--- src/core/gpwdt_params.svh ---
// Register map, reset values, field positions and time base constants
`ifndef GPWDT_PARAMS_SVH
`define GPWDT_PARAMS_SVH

// Register addresses on the microcontroller bus
`define GPWDT_ADDR_GLOBAL 16'ha03a
`define GPWDT_ADDR_WD_EN 16'ha0a0
`define GPWDT_ADDR_IV_EN 16'ha0a1
`define GPWDT_ADDR_STATUS 16'ha0a2
`define GPWDT_ADDR_IV_TC 16'ha0a3
`define GPWDT_ADDR_WD_TC 16'ha0a4
`define GPWDT_ADDR_TB 16'ha0a5
`define GPWDT_ADDR_IRQ_EN 16'ha0a6

// Field positions
`define GPWDT_BIT_RUN 0
`define GPWDT_BIT_KICK 4
`define GPWDT_BIT_IV_FLAG 0
`define GPWDT_BIT_WD_FLAG 4
`define GPWDT_BIT_GATE 0
`define GPWDT_TB_IV_LO 0
`define GPWDT_TB_WD_LO 4

// Reset values
`define GPWDT_RST_ZERO 8'h00
`define GPWDT_RST_TC 8'hff

// Time base: system clock and tick rates in hertz, 32.768 kHz rate in millihertz, periods in seconds
`define GPWDT_CLK_HZ 50000000
`define GPWDT_F_32K_MHZ 32768000
`define GPWDT_F_1024_HZ 1024
`define GPWDT_F_8_HZ 8
`define GPWDT_F_1_HZ 1
`define GPWDT_T_2S 2
`define GPWDT_T_MIN_S 60
`define GPWDT_DIV_32K ((`GPWDT_CLK_HZ * 64'd1000) / `GPWDT_F_32K_MHZ)
`define GPWDT_DIV_1024 (`GPWDT_CLK_HZ / `GPWDT_F_1024_HZ)
`define GPWDT_DIV_8 (`GPWDT_CLK_HZ / `GPWDT_F_8_HZ)
`define GPWDT_DIV_1 (`GPWDT_CLK_HZ / `GPWDT_F_1_HZ)
`define GPWDT_DIV_2S (`GPWDT_CLK_HZ * `GPWDT_T_2S)
`define GPWDT_DIV_MIN (64'd50000000 * `GPWDT_T_MIN_S)

`endif

--- src/core/gpwdt_pkg.sv ---
// Types shared by the timer block
package gpwdt_pkg;
  typedef logic [1:0] gpwdt_tick_sel_t;
  typedef logic [7:0] gpwdt_byte_t;
  typedef enum logic [2:0]
  {
    GPWDT_IDLE = 3'b001,
    GPWDT_COUNT = 3'b010,
    GPWDT_EXPIRE = 3'b100
  } gpwdt_state_t;
endpackage

--- src/core/gpwdt_tick_if.sv ---
// Tick bundle from the time base to the timers
`timescale 1ns/1ps
`default_nettype none
interface gpwdt_tick_if;
  logic tick32k;
  logic tick1024;
  logic tick8;
  logic tick1;
  logic tickHalf;
  logic tickMin;
  modport source (output tick32k, tick1024, tick8, tick1, tickHalf, tickMin);
  modport sink (input tick32k, tick1024, tick8, tick1, tickHalf, tickMin);
endinterface
`default_nettype wire

--- src/core/gpwdt_timebase.sv ---
// Slow tick generator, held while the timer clock is gated
`timescale 1ns/1ps
`default_nettype none
`include "gpwdt_params.svh"
module gpwdt_timebase
#(
  parameter longint DIV_32K = `GPWDT_DIV_32K,
  parameter longint DIV_1024 = `GPWDT_DIV_1024,
  parameter longint DIV_8 = `GPWDT_DIV_8,
  parameter longint DIV_1 = `GPWDT_DIV_1,
  parameter longint DIV_2S = `GPWDT_DIV_2S,
  parameter longint DIV_MIN = `GPWDT_DIV_MIN
)
(
  // Clock and reset
  input wire logic clk_sys,
  input wire logic reset_n,
  // Gate
  input wire logic gateOn,
  // Ticks
  gpwdt_tick_if.source ticks
);
  localparam int N = 6;
  localparam longint DIVS [N] = '{DIV_32K, DIV_1024, DIV_8, DIV_1, DIV_2S, DIV_MIN};
  logic [N-1:0] pulse;

  genvar g;
  generate
    for (g = 0; g < N; g++)
    begin : gDiv
      logic [31:0] cnt_r;
      wire logic atEnd = (cnt_r == 32'(DIVS[g] - 1));
      assign pulse[g] = gateOn && atEnd;
      always_ff @(posedge clk_sys)
      begin
        if (!reset_n)
          cnt_r <= '0;
        else if (gateOn)
          cnt_r <= atEnd ? '0 : cnt_r + 32'h1;
      end
    end
  endgenerate

  assign ticks.tick32k = pulse[0];
  assign ticks.tick1024 = pulse[1];
  assign ticks.tick8 = pulse[2];
  assign ticks.tick1 = pulse[3];
  assign ticks.tickHalf = pulse[4];
  assign ticks.tickMin = pulse[5];
endmodule
`default_nettype wire

--- src/core/gpwdt_timers.sv ---
// Interval timer and watchdog timer with their register set
//
// Operation
// Two independent 8-bit up-counters: interval timer and watchdog, each fully separate; here both share one time base and the global gate.
// Interval tick select: 00 32.768 kHz, 01 1024 Hz, 10 1 Hz, 11 minute.
// Watchdog tick select bits 5:4: 00 8 Hz, 01 1 Hz, 10 0.5 Hz, 11 minute.
// Writing one to interval run bit counts ticks from zero up to terminal.
// Reaching interval terminal sets status bit 0.
// Interval expiry with enable bit 0 set raises the interrupt.
// Flags clear only on write of one; zero leaves them; reset zero.
// Interval expiry stops, zeroes counter, clears run; terminal and select kept.
// Writing zero to interval run while counting stops and zeroes counter.
// Writing one to watchdog run counts to terminal, then sets status bit 4.
// Watchdog expiry with enable bit 4 set raises the interrupt.
// Watchdog expiry stops, zeroes counter, clears watchdog run bit.
// Kick bit 4 zeroes watchdog count and restarts; reads as zero. Here a kick written with run bit 0 stops the watchdog and does not restart it.
// Global gate bit 0 stops timer clocking, keeps settings; reset zero.
// Each terminal count is an 8-bit read-write register, reset all ones.
// Interrupt output high while any flag and its enable are both set.
`timescale 1ns/1ps
`default_nettype none
`include "gpwdt_params.svh"
module gpwdt_timers
(
  // Clock and reset
  input wire logic clk_sys,
  input wire logic reset_n,
  // Register port
  input wire logic [15:0] regAddr,
  input wire logic regWrite,
  input wire logic regRead,
  input wire logic [7:0] regWdata,
  output logic [7:0] regRdata,
  // Interrupt
  output logic timerIrq,
  // Observed counts
  output logic [7:0] intervalCount,
  output logic [7:0] watchdogCount
);
  // Register state
  logic timer_clock_gate_enable_r;
  logic interval_run_r, interval_run_nxt;
  logic watchdog_run_r, watchdog_run_nxt;
  logic interval_expired_flag_r, interval_expired_flag_nxt;
  logic watchdog_expired_flag_r, watchdog_expired_flag_nxt;
  gpwdt_pkg::gpwdt_byte_t interval_terminal_r;
  gpwdt_pkg::gpwdt_byte_t watchdog_terminal_r;
  gpwdt_pkg::gpwdt_tick_sel_t interval_tick_select_r;
  gpwdt_pkg::gpwdt_tick_sel_t watchdog_tick_select_r;
  logic interval_irq_enable_r;
  logic watchdog_irq_enable_r;
  logic [7:0] ivCount_r, ivCount_nxt;
  logic [7:0] wdCount_r, wdCount_nxt;
  gpwdt_pkg::gpwdt_state_t ivState_r, ivState_nxt;
  gpwdt_pkg::gpwdt_state_t wdState_r, wdState_nxt;
  logic [7:0] rdata_r;

  // Address decode
  function automatic logic hit(input logic [15:0] a, input logic [15:0] ref_a);
    hit = (a == ref_a);
  endfunction

  wire logic selGlobal = hit(regAddr, `GPWDT_ADDR_GLOBAL);
  wire logic selWdEn = hit(regAddr, `GPWDT_ADDR_WD_EN);
  wire logic selIvEn = hit(regAddr, `GPWDT_ADDR_IV_EN);
  wire logic selStatus = hit(regAddr, `GPWDT_ADDR_STATUS);
  wire logic selIvTc = hit(regAddr, `GPWDT_ADDR_IV_TC);
  wire logic selWdTc = hit(regAddr, `GPWDT_ADDR_WD_TC);
  wire logic selTb = hit(regAddr, `GPWDT_ADDR_TB);
  wire logic selIrqEn = hit(regAddr, `GPWDT_ADDR_IRQ_EN);

  wire logic wrGlobal = regWrite && selGlobal;
  wire logic wrWdEn = regWrite && selWdEn;
  wire logic wrIvEn = regWrite && selIvEn;
  wire logic wrStatus = regWrite && selStatus;
  wire logic wrIvTc = regWrite && selIvTc;
  wire logic wrWdTc = regWrite && selWdTc;
  wire logic wrTb = regWrite && selTb;
  wire logic wrIrqEn = regWrite && selIrqEn;

  // Time base
  gpwdt_tick_if tickBus ();
  gpwdt_timebase uTimebase
  (
    .clk_sys(clk_sys),
    .reset_n(reset_n),
    .gateOn(timer_clock_gate_enable_r),
    .ticks(tickBus.source)
  );

  // Tick selection, one decode shared by both timers
  function automatic logic pickTick(input gpwdt_pkg::gpwdt_tick_sel_t sel, input logic t0,
                                    input logic t1, input logic t2, input logic t3);
    unique case (sel)
      2'h0: pickTick = t0;
      2'h1: pickTick = t1;
      2'h2: pickTick = t2;
      2'h3: pickTick = t3;
    endcase
  endfunction

  wire logic ivTick = pickTick(interval_tick_select_r, tickBus.tick32k, tickBus.tick1024,
                               tickBus.tick1, tickBus.tickMin);
  wire logic wdTick = pickTick(watchdog_tick_select_r, tickBus.tick8, tickBus.tick1,
                               tickBus.tickHalf, tickBus.tickMin);

  // Written control bits
  wire logic ivRunWr = regWdata[`GPWDT_BIT_RUN];
  wire logic wdRunWr = regWdata[`GPWDT_BIT_RUN];
  wire logic kick = wrWdEn && regWdata[`GPWDT_BIT_KICK];
  wire logic ivFlagClr = wrStatus && regWdata[`GPWDT_BIT_IV_FLAG];
  wire logic wdFlagClr = wrStatus && regWdata[`GPWDT_BIT_WD_FLAG];

  // Terminal detection, counts run from zero; a gated timer cannot expire
  wire logic ivHitNow = timer_clock_gate_enable_r && (ivCount_r == interval_terminal_r);
  wire logic wdHitNow = timer_clock_gate_enable_r && (wdCount_r == watchdog_terminal_r);
  wire logic ivExpire = (ivState_r == gpwdt_pkg::GPWDT_EXPIRE);
  wire logic wdExpire = (wdState_r == gpwdt_pkg::GPWDT_EXPIRE);

  // Interval timer next state
  always_comb
  begin
    ivState_nxt = ivState_r;
    ivCount_nxt = ivCount_r;
    interval_run_nxt = interval_run_r;
    unique case (ivState_r)
      gpwdt_pkg::GPWDT_IDLE:
      begin
        if (wrIvEn && ivRunWr)
        begin
          interval_run_nxt = 1'b1;
          ivCount_nxt = 8'h00;
          ivState_nxt = gpwdt_pkg::GPWDT_COUNT;
        end
      end
      gpwdt_pkg::GPWDT_COUNT:
      begin
        if (wrIvEn && !ivRunWr)
        begin
          interval_run_nxt = 1'b0;
          ivCount_nxt = 8'h00;
          ivState_nxt = gpwdt_pkg::GPWDT_IDLE;
        end
        else if (ivHitNow)
          ivState_nxt = gpwdt_pkg::GPWDT_EXPIRE;
        else if (ivTick)
          ivCount_nxt = ivCount_r + 8'h01;
      end
      gpwdt_pkg::GPWDT_EXPIRE:
      begin
        interval_run_nxt = 1'b0;
        ivCount_nxt = 8'h00;
        ivState_nxt = gpwdt_pkg::GPWDT_IDLE;
      end
      default:
      begin
        interval_run_nxt = 1'b0;
        ivCount_nxt = 8'h00;
        ivState_nxt = gpwdt_pkg::GPWDT_IDLE;
      end
    endcase
  end

  // Watchdog next state
  always_comb
  begin
    wdState_nxt = wdState_r;
    wdCount_nxt = wdCount_r;
    watchdog_run_nxt = watchdog_run_r;
    unique case (wdState_r)
      gpwdt_pkg::GPWDT_IDLE:
      begin
        if (wrWdEn && wdRunWr)
        begin
          watchdog_run_nxt = 1'b1;
          wdCount_nxt = 8'h00;
          wdState_nxt = gpwdt_pkg::GPWDT_COUNT;
        end
      end
      gpwdt_pkg::GPWDT_COUNT:
      begin
        if (wrWdEn && !wdRunWr)
        begin
          watchdog_run_nxt = 1'b0;
          wdCount_nxt = 8'h00;
          wdState_nxt = gpwdt_pkg::GPWDT_IDLE;
        end
        else if (kick)
          wdCount_nxt = 8'h00;
        else if (wdHitNow)
          wdState_nxt = gpwdt_pkg::GPWDT_EXPIRE;
        else if (wdTick)
          wdCount_nxt = wdCount_r + 8'h01;
      end
      gpwdt_pkg::GPWDT_EXPIRE:
      begin
        watchdog_run_nxt = 1'b0;
        wdCount_nxt = 8'h00;
        wdState_nxt = gpwdt_pkg::GPWDT_IDLE;
      end
      default:
      begin
        watchdog_run_nxt = 1'b0;
        wdCount_nxt = 8'h00;
        wdState_nxt = gpwdt_pkg::GPWDT_IDLE;
      end
    endcase
  end

  // Flags: the set wins over a simultaneous clear
  assign interval_expired_flag_nxt = ivExpire ? 1'b1 :
                                     (ivFlagClr ? 1'b0 : interval_expired_flag_r);
  assign watchdog_expired_flag_nxt = wdExpire ? 1'b1 :
                                     (wdFlagClr ? 1'b0 : watchdog_expired_flag_r);

  // Interval timer registers
  always_ff @(posedge clk_sys)
  begin
    if (!reset_n)
    begin
      ivState_r <= gpwdt_pkg::GPWDT_IDLE;
      ivCount_r <= `GPWDT_RST_ZERO;
      interval_run_r <= 1'b0;
      interval_expired_flag_r <= 1'b0;
    end
    else
    begin
      ivState_r <= ivState_nxt;
      ivCount_r <= ivCount_nxt;
      interval_run_r <= interval_run_nxt;
      interval_expired_flag_r <= interval_expired_flag_nxt;
    end
  end

  // Watchdog registers
  always_ff @(posedge clk_sys)
  begin
    if (!reset_n)
    begin
      wdState_r <= gpwdt_pkg::GPWDT_IDLE;
      wdCount_r <= `GPWDT_RST_ZERO;
      watchdog_run_r <= 1'b0;
      watchdog_expired_flag_r <= 1'b0;
    end
    else
    begin
      wdState_r <= wdState_nxt;
      wdCount_r <= wdCount_nxt;
      watchdog_run_r <= watchdog_run_nxt;
      watchdog_expired_flag_r <= watchdog_expired_flag_nxt;
    end
  end

  // Clock gate
  always_ff @(posedge clk_sys)
  begin
    if (!reset_n)
      timer_clock_gate_enable_r <= 1'b0;
    else if (wrGlobal)
      timer_clock_gate_enable_r <= regWdata[`GPWDT_BIT_GATE];
  end

  // Terminal counts
  always_ff @(posedge clk_sys)
  begin
    if (!reset_n)
      interval_terminal_r <= `GPWDT_RST_TC;
    else if (wrIvTc)
      interval_terminal_r <= regWdata;
  end

  always_ff @(posedge clk_sys)
  begin
    if (!reset_n)
      watchdog_terminal_r <= `GPWDT_RST_TC;
    else if (wrWdTc)
      watchdog_terminal_r <= regWdata;
  end

  // Tick selects
  always_ff @(posedge clk_sys)
  begin
    if (!reset_n)
    begin
      interval_tick_select_r <= 2'h0;
      watchdog_tick_select_r <= 2'h0;
    end
    else if (wrTb)
    begin
      interval_tick_select_r <= regWdata[`GPWDT_TB_IV_LO +: 2];
      watchdog_tick_select_r <= regWdata[`GPWDT_TB_WD_LO +: 2];
    end
  end

  // Interrupt enables
  always_ff @(posedge clk_sys)
  begin
    if (!reset_n)
    begin
      interval_irq_enable_r <= 1'b0;
      watchdog_irq_enable_r <= 1'b0;
    end
    else if (wrIrqEn)
    begin
      interval_irq_enable_r <= regWdata[`GPWDT_BIT_IV_FLAG];
      watchdog_irq_enable_r <= regWdata[`GPWDT_BIT_WD_FLAG];
    end
  end

  // Read mux, kick bit always reads zero
  logic [7:0] rdMux;
  always_comb
  begin
    rdMux = 8'h00;
    unique case (1'b1)
      selGlobal: rdMux[`GPWDT_BIT_GATE] = timer_clock_gate_enable_r;
      selWdEn: rdMux[`GPWDT_BIT_RUN] = watchdog_run_r;
      selIvEn: rdMux[`GPWDT_BIT_RUN] = interval_run_r;
      selStatus:
      begin
        rdMux[`GPWDT_BIT_IV_FLAG] = interval_expired_flag_r;
        rdMux[`GPWDT_BIT_WD_FLAG] = watchdog_expired_flag_r;
      end
      selIvTc: rdMux = interval_terminal_r;
      selWdTc: rdMux = watchdog_terminal_r;
      selTb:
      begin
        rdMux[`GPWDT_TB_IV_LO +: 2] = interval_tick_select_r;
        rdMux[`GPWDT_TB_WD_LO +: 2] = watchdog_tick_select_r;
      end
      selIrqEn:
      begin
        rdMux[`GPWDT_BIT_IV_FLAG] = interval_irq_enable_r;
        rdMux[`GPWDT_BIT_WD_FLAG] = watchdog_irq_enable_r;
      end
      default: rdMux = 8'h00;
    endcase
  end

  always_ff @(posedge clk_sys)
  begin
    if (!reset_n)
      rdata_r <= 8'h00;
    else if (regRead)
      rdata_r <= rdMux;
  end

  // Outputs
  assign regRdata = rdata_r;
  assign timerIrq = (interval_expired_flag_r && interval_irq_enable_r) ||
                    (watchdog_expired_flag_r && watchdog_irq_enable_r);
  assign intervalCount = ivCount_r;
  assign watchdogCount = wdCount_r;
endmodule
`default_nettype wire

--- config.mk ---
export PLATFORM = sky130hd
export DESIGN_NAME = gpwdt_timers
export DESIGN_NICKNAME = d
export VERILOG_FILES = /design/src/core/gpwdt_pkg.sv /design/src/core/gpwdt_tick_if.sv /design/src/core/gpwdt_timebase.sv /design/src/core/gpwdt_timers.sv
export VERILOG_INCLUDE_DIRS = /design/src /design/src/core
export SDC_FILE = /design/constraint.sdc
export NUM_CORES = 1
export LEC_CHECK = 0
export BUFFER_PORTS_ARGS = -buffer_cell sky130_fd_sc_hd__buf_4
export CAP_MARGIN = 20
export CORE_MARGIN = 5
export CORE_UTILIZATION = 45
export CTS_BUF_LIST = sky130_fd_sc_hd__clkbuf_4 sky130_fd_sc_hd__clkbuf_8
export DETAILED_ROUTE_END_ITERATION = 10
export SYNTH_ARGS = -nofsm -noshare
export SYNTH_HDL_FRONTEND = slang
export SYNTH_SLANG_ARGS = --single-unit
export TNS_END_PERCENT = 30
--- constraint.sdc ---
create_clock -name clk_sys -period 6.39 [get_ports clk_sys]
set_input_delay 0.3195 -clock clk_sys [delete_from_list [all_inputs] [get_ports clk_sys]]
set_output_delay 0.3195 -clock clk_sys [all_outputs]
set_load 0.01 [all_outputs]
==> impl_metrics.py <==
metrics = {
    "floorplan": {
        "die_y_um": 170,
        "core_area_sq_um": 25200,
        "ioPinCount": 53,
        "rows": 58,
        "fp.dieW_um": 170,
        "initial_utilization_pct": 45.7,
        "die-area_sq_um": 28800,
    },
    "hold_path": {
        "hp-class": "input pin to flop",
    },
    "setup_path": {
        "endpoint_kind": "flop",
        "worstPathRequired_ps": 6760,
        "arrival_ps": 3590,
        "cp_max_fo": 31,
        "cp-start-kind": "flop",
        "reg2reg_slack_ps": 3180,
        "critPathKind": "flop to flop",
    },
    "finish": {
        "drive_gt1_share_pct": 10.1,
        "fin_area_sq_um": 13200,
        "antennaDiodeCount": 0,
        "final_cell_mix": "dfxtp_1 (248), nor2_1 (234), nand2_1 (146), xor2_1 (115), nand3_1 (100)",
        "area_delta_synth_final_pct": 14.5,
        "layout_commonest_cell": "dfxtp_1",
        "fin_nets": 1476,
    },
    "drt": {
        "drtIter0Drc": 534,
        "avgViaCountPerCell": 5.24,
        "wl_mm": 25.2,
        "num_vias": 9425,
        "ant_nets": 0,
        "wl_per_cell_um": 14.0,
        "drtPass1Iterations": 7,
        "drc": 0,
    },
    "global_route": {
        "grt_usage_pct": 17.3,
        "overflow": 0,
        "use_met2_pct": 27.3,
        "busiest_layer": "met2",
        "grt_pass1_vias": 8941,
        "grt_max_degree": 33,
        "grt_pass1_wl_mm": 42.7,
        "antenna_found_initial": 0,
        "grt_use_met3_pct": 3.53,
        "grt.met1_usage_pct": 24.0,
    },
    "placement": {
        "gp_congestion": 0.799,
        "io_buffers": 52,
        "place_area_sq_um": 12200,
        "hpwl_mm": 16.9,
    },
    "timing": {
        "tns_ps": 0,
        "hold_violations": 0,
        "finalCritPeriodShare_pct": 50.3,
        "skew_ps": 22.6,
        "period_needed_ps": 3210,
        "rsz0062_at_grt": "false",
        "finalSetupViolCount": 0,
        "fmax_ghz": 0.311,
        "slew_violations": 0,
        "max_slew_margin_pct": 30.5,
        "tightest_slew_ps": 1040,
    },
    "clock_tree": {
        "cts_tree": "built",
        "htreeDepth": 2,
        "cts_buffers": 43,
        "root_buffer": "clkbuf_8",
        "cts_setup_buffers": 0,
        "cts.sinks": 249,
        "insertion_delay_ps": 540,
        "clk_pin_slew_worst_paths_ps": 60,
        "clk_path_buf_depth": 3,
    },
    "logic_synthesis": {
        "ys_seq_elements": 249,
        "synth_top_family_by_area": "simple AND/OR/NAND/NOR gates",
        "synth_compound_area_share_pct": 6.58,
        "synth_ff_type": "dfxtp_1",
        "async_reset_ff_share_pct": 0,
        "yosysWarnings": 0,
        "synth_area_leaders": "dfxtp_1 (43%), xor2_1 (8.8%), nor2_1 (7.6%), xnor2_1 (5.3%), nand2_1 (4.8%)",
        "synth_fa_ha_area_share_pct": 0.979,
        "synth_top_cell_by_area": "dfxtp_1",
        "synth-edff-count": 0,
        "synth-simple-area-share_pct": 30.9,
        "muxShareOfSynthArea_pct": 1.82,
        "synth.avg_cell_area_sq_um": 8.36,
        "synth_area_sq_um": 11500,
        "syn-num-nets": 1413,
        "synth_top_cell_area_share_pct": 43.4,
        "synthCells": 1376,
        "ys_types": 59,
        "synth_xor_area_share_pct": 14.0,
        "synth-seq-area-share_pct": 43.4,
    },
    "run": {
        "max-cap-violations": 0,
    },
    "power": {
        "powerDensity_nw_per_um2": 238,
        "peakVddDrop_mv": 0.191,
        "p_leak_nw": 4.79,
    },
    "run_status": {
        "status": "completed",
    },
}
[cells by family (layout without fill, tap and decap cells)]
kind of cell,Yosys count,count (layout)
buf+inv,70,163
flops,249,249
xor+xnor,184,184
compound gates,124,124
mux,18,18
simple gates,722,722
fa+ha+maj,9,9
[worst paths after layout]
| path | start | cells after the start | end |
|---|---|---|---|
| setup reg to reg | uTimebase.gDiv[1].cnt_r[0] | 7 | uTimebase.gDiv[1].cnt_r[23] |
| hold / removal | regWdata[1] | 3 | watchdog_terminal_r[1] |
| setup / recovery | uTimebase.gDiv[1].cnt_r[0] | 7 | uTimebase.gDiv[1].cnt_r[23] |
| hold reg to reg | uTimebase.gDiv[3].cnt_r[3] | 2 | uTimebase.gDiv[3].cnt_r[3] |
[layer usage]
layer	vias to the layer above	share of wire, %	wire, um
li1	4891	-	-
met1	4352	49	12400
met2	143	44	11200
met3	39	4.5	1120
met4	0	1.8	462
met5	-	0	0
[through the flow]
stage / setup WS, ps / utilization (%) / power (W) / instances / hold WS (ps)
finish: 3180 / 52.3 / 0.00313 / 1799 / 42.0
global route: 2900 / 52.3 / 0.00328 / 1799 / 26.0
CTS: 3070 / 52.0 / 0.00318 / 1795 / 5.55
detailed placement: 3100 / 48.3 / 0.00168 / 1716 / 470
global placement: 3090 / 48.3 / 0.00168 / 1716 / 463
floorplan: 3680 / - / 0.00164 / 1376 / 441
[synth_stat cells, drive strengths merged, types with 9 or more instances]
master / n
dfxtp: 249
nor2: 234
nand2: 146
xor2: 115
nand3: 100
xnor2: 69
nand4: 49
and3: 47
o21ai: 44
clkbuf: 36
a21oi: 30
nor4: 25
inv: 24
nor3: 21
or3: 20
and4: 14
mux2i: 14
or4: 11
buf: 10
a211oi: 9
a22oi: 9
ha: 9
nand2b: 9
nor4b: 9
[flip-flops by register name (all words and copies together) (netlist names)]
signal / flops
watchdog_terminal_r: 8
watchdog_run_r: 1
interval_tick_select_r: 2
ivState_r: 3
wdState_r: 3
uTimebase.gDiv.cnt_r: 192
interval_terminal_r: 8
timer_clock_gate_enable_r: 1
watchdogCount: 8
watchdog_expired_flag_r: 1
interval_expired_flag_r: 1
interval_run_r: 1
watchdog_tick_select_r: 2
intervalCount: 8
regRdata: 8
watchdog_irq_enable_r: 1
interval_irq_enable_r: 1
[timing repair]
item,CTS,global route
resized for setup,0,0
hold buffers,4,0
hold endpoints to repair,4,0
[report_power, final]
part	internal [W]	switching, W
logic	0.0000330	0.0000577
registers	0.00156	0.00000370
clock network	0.000860	0.000622
[cell type report]
type                    count  area [sq um]
inverters                  24          90.1
clock buffers              72           878
flip-flops and latches    249          4990
multi-input cells        1057          6240
well taps                 330           413
repair buffers             64           536
fillers                  2354         12000
clock inverters             3          15.0
[critical path, cell delays in order, from the launching register on]
cell and delay, ps:
dfxtp_1 380, ha_1 210, nand4_1 110, or4_1 470, nor4_1 800, nand2_1 160
nand2_1 810, nor2_1 110
(Power assumes the default switching activity.)
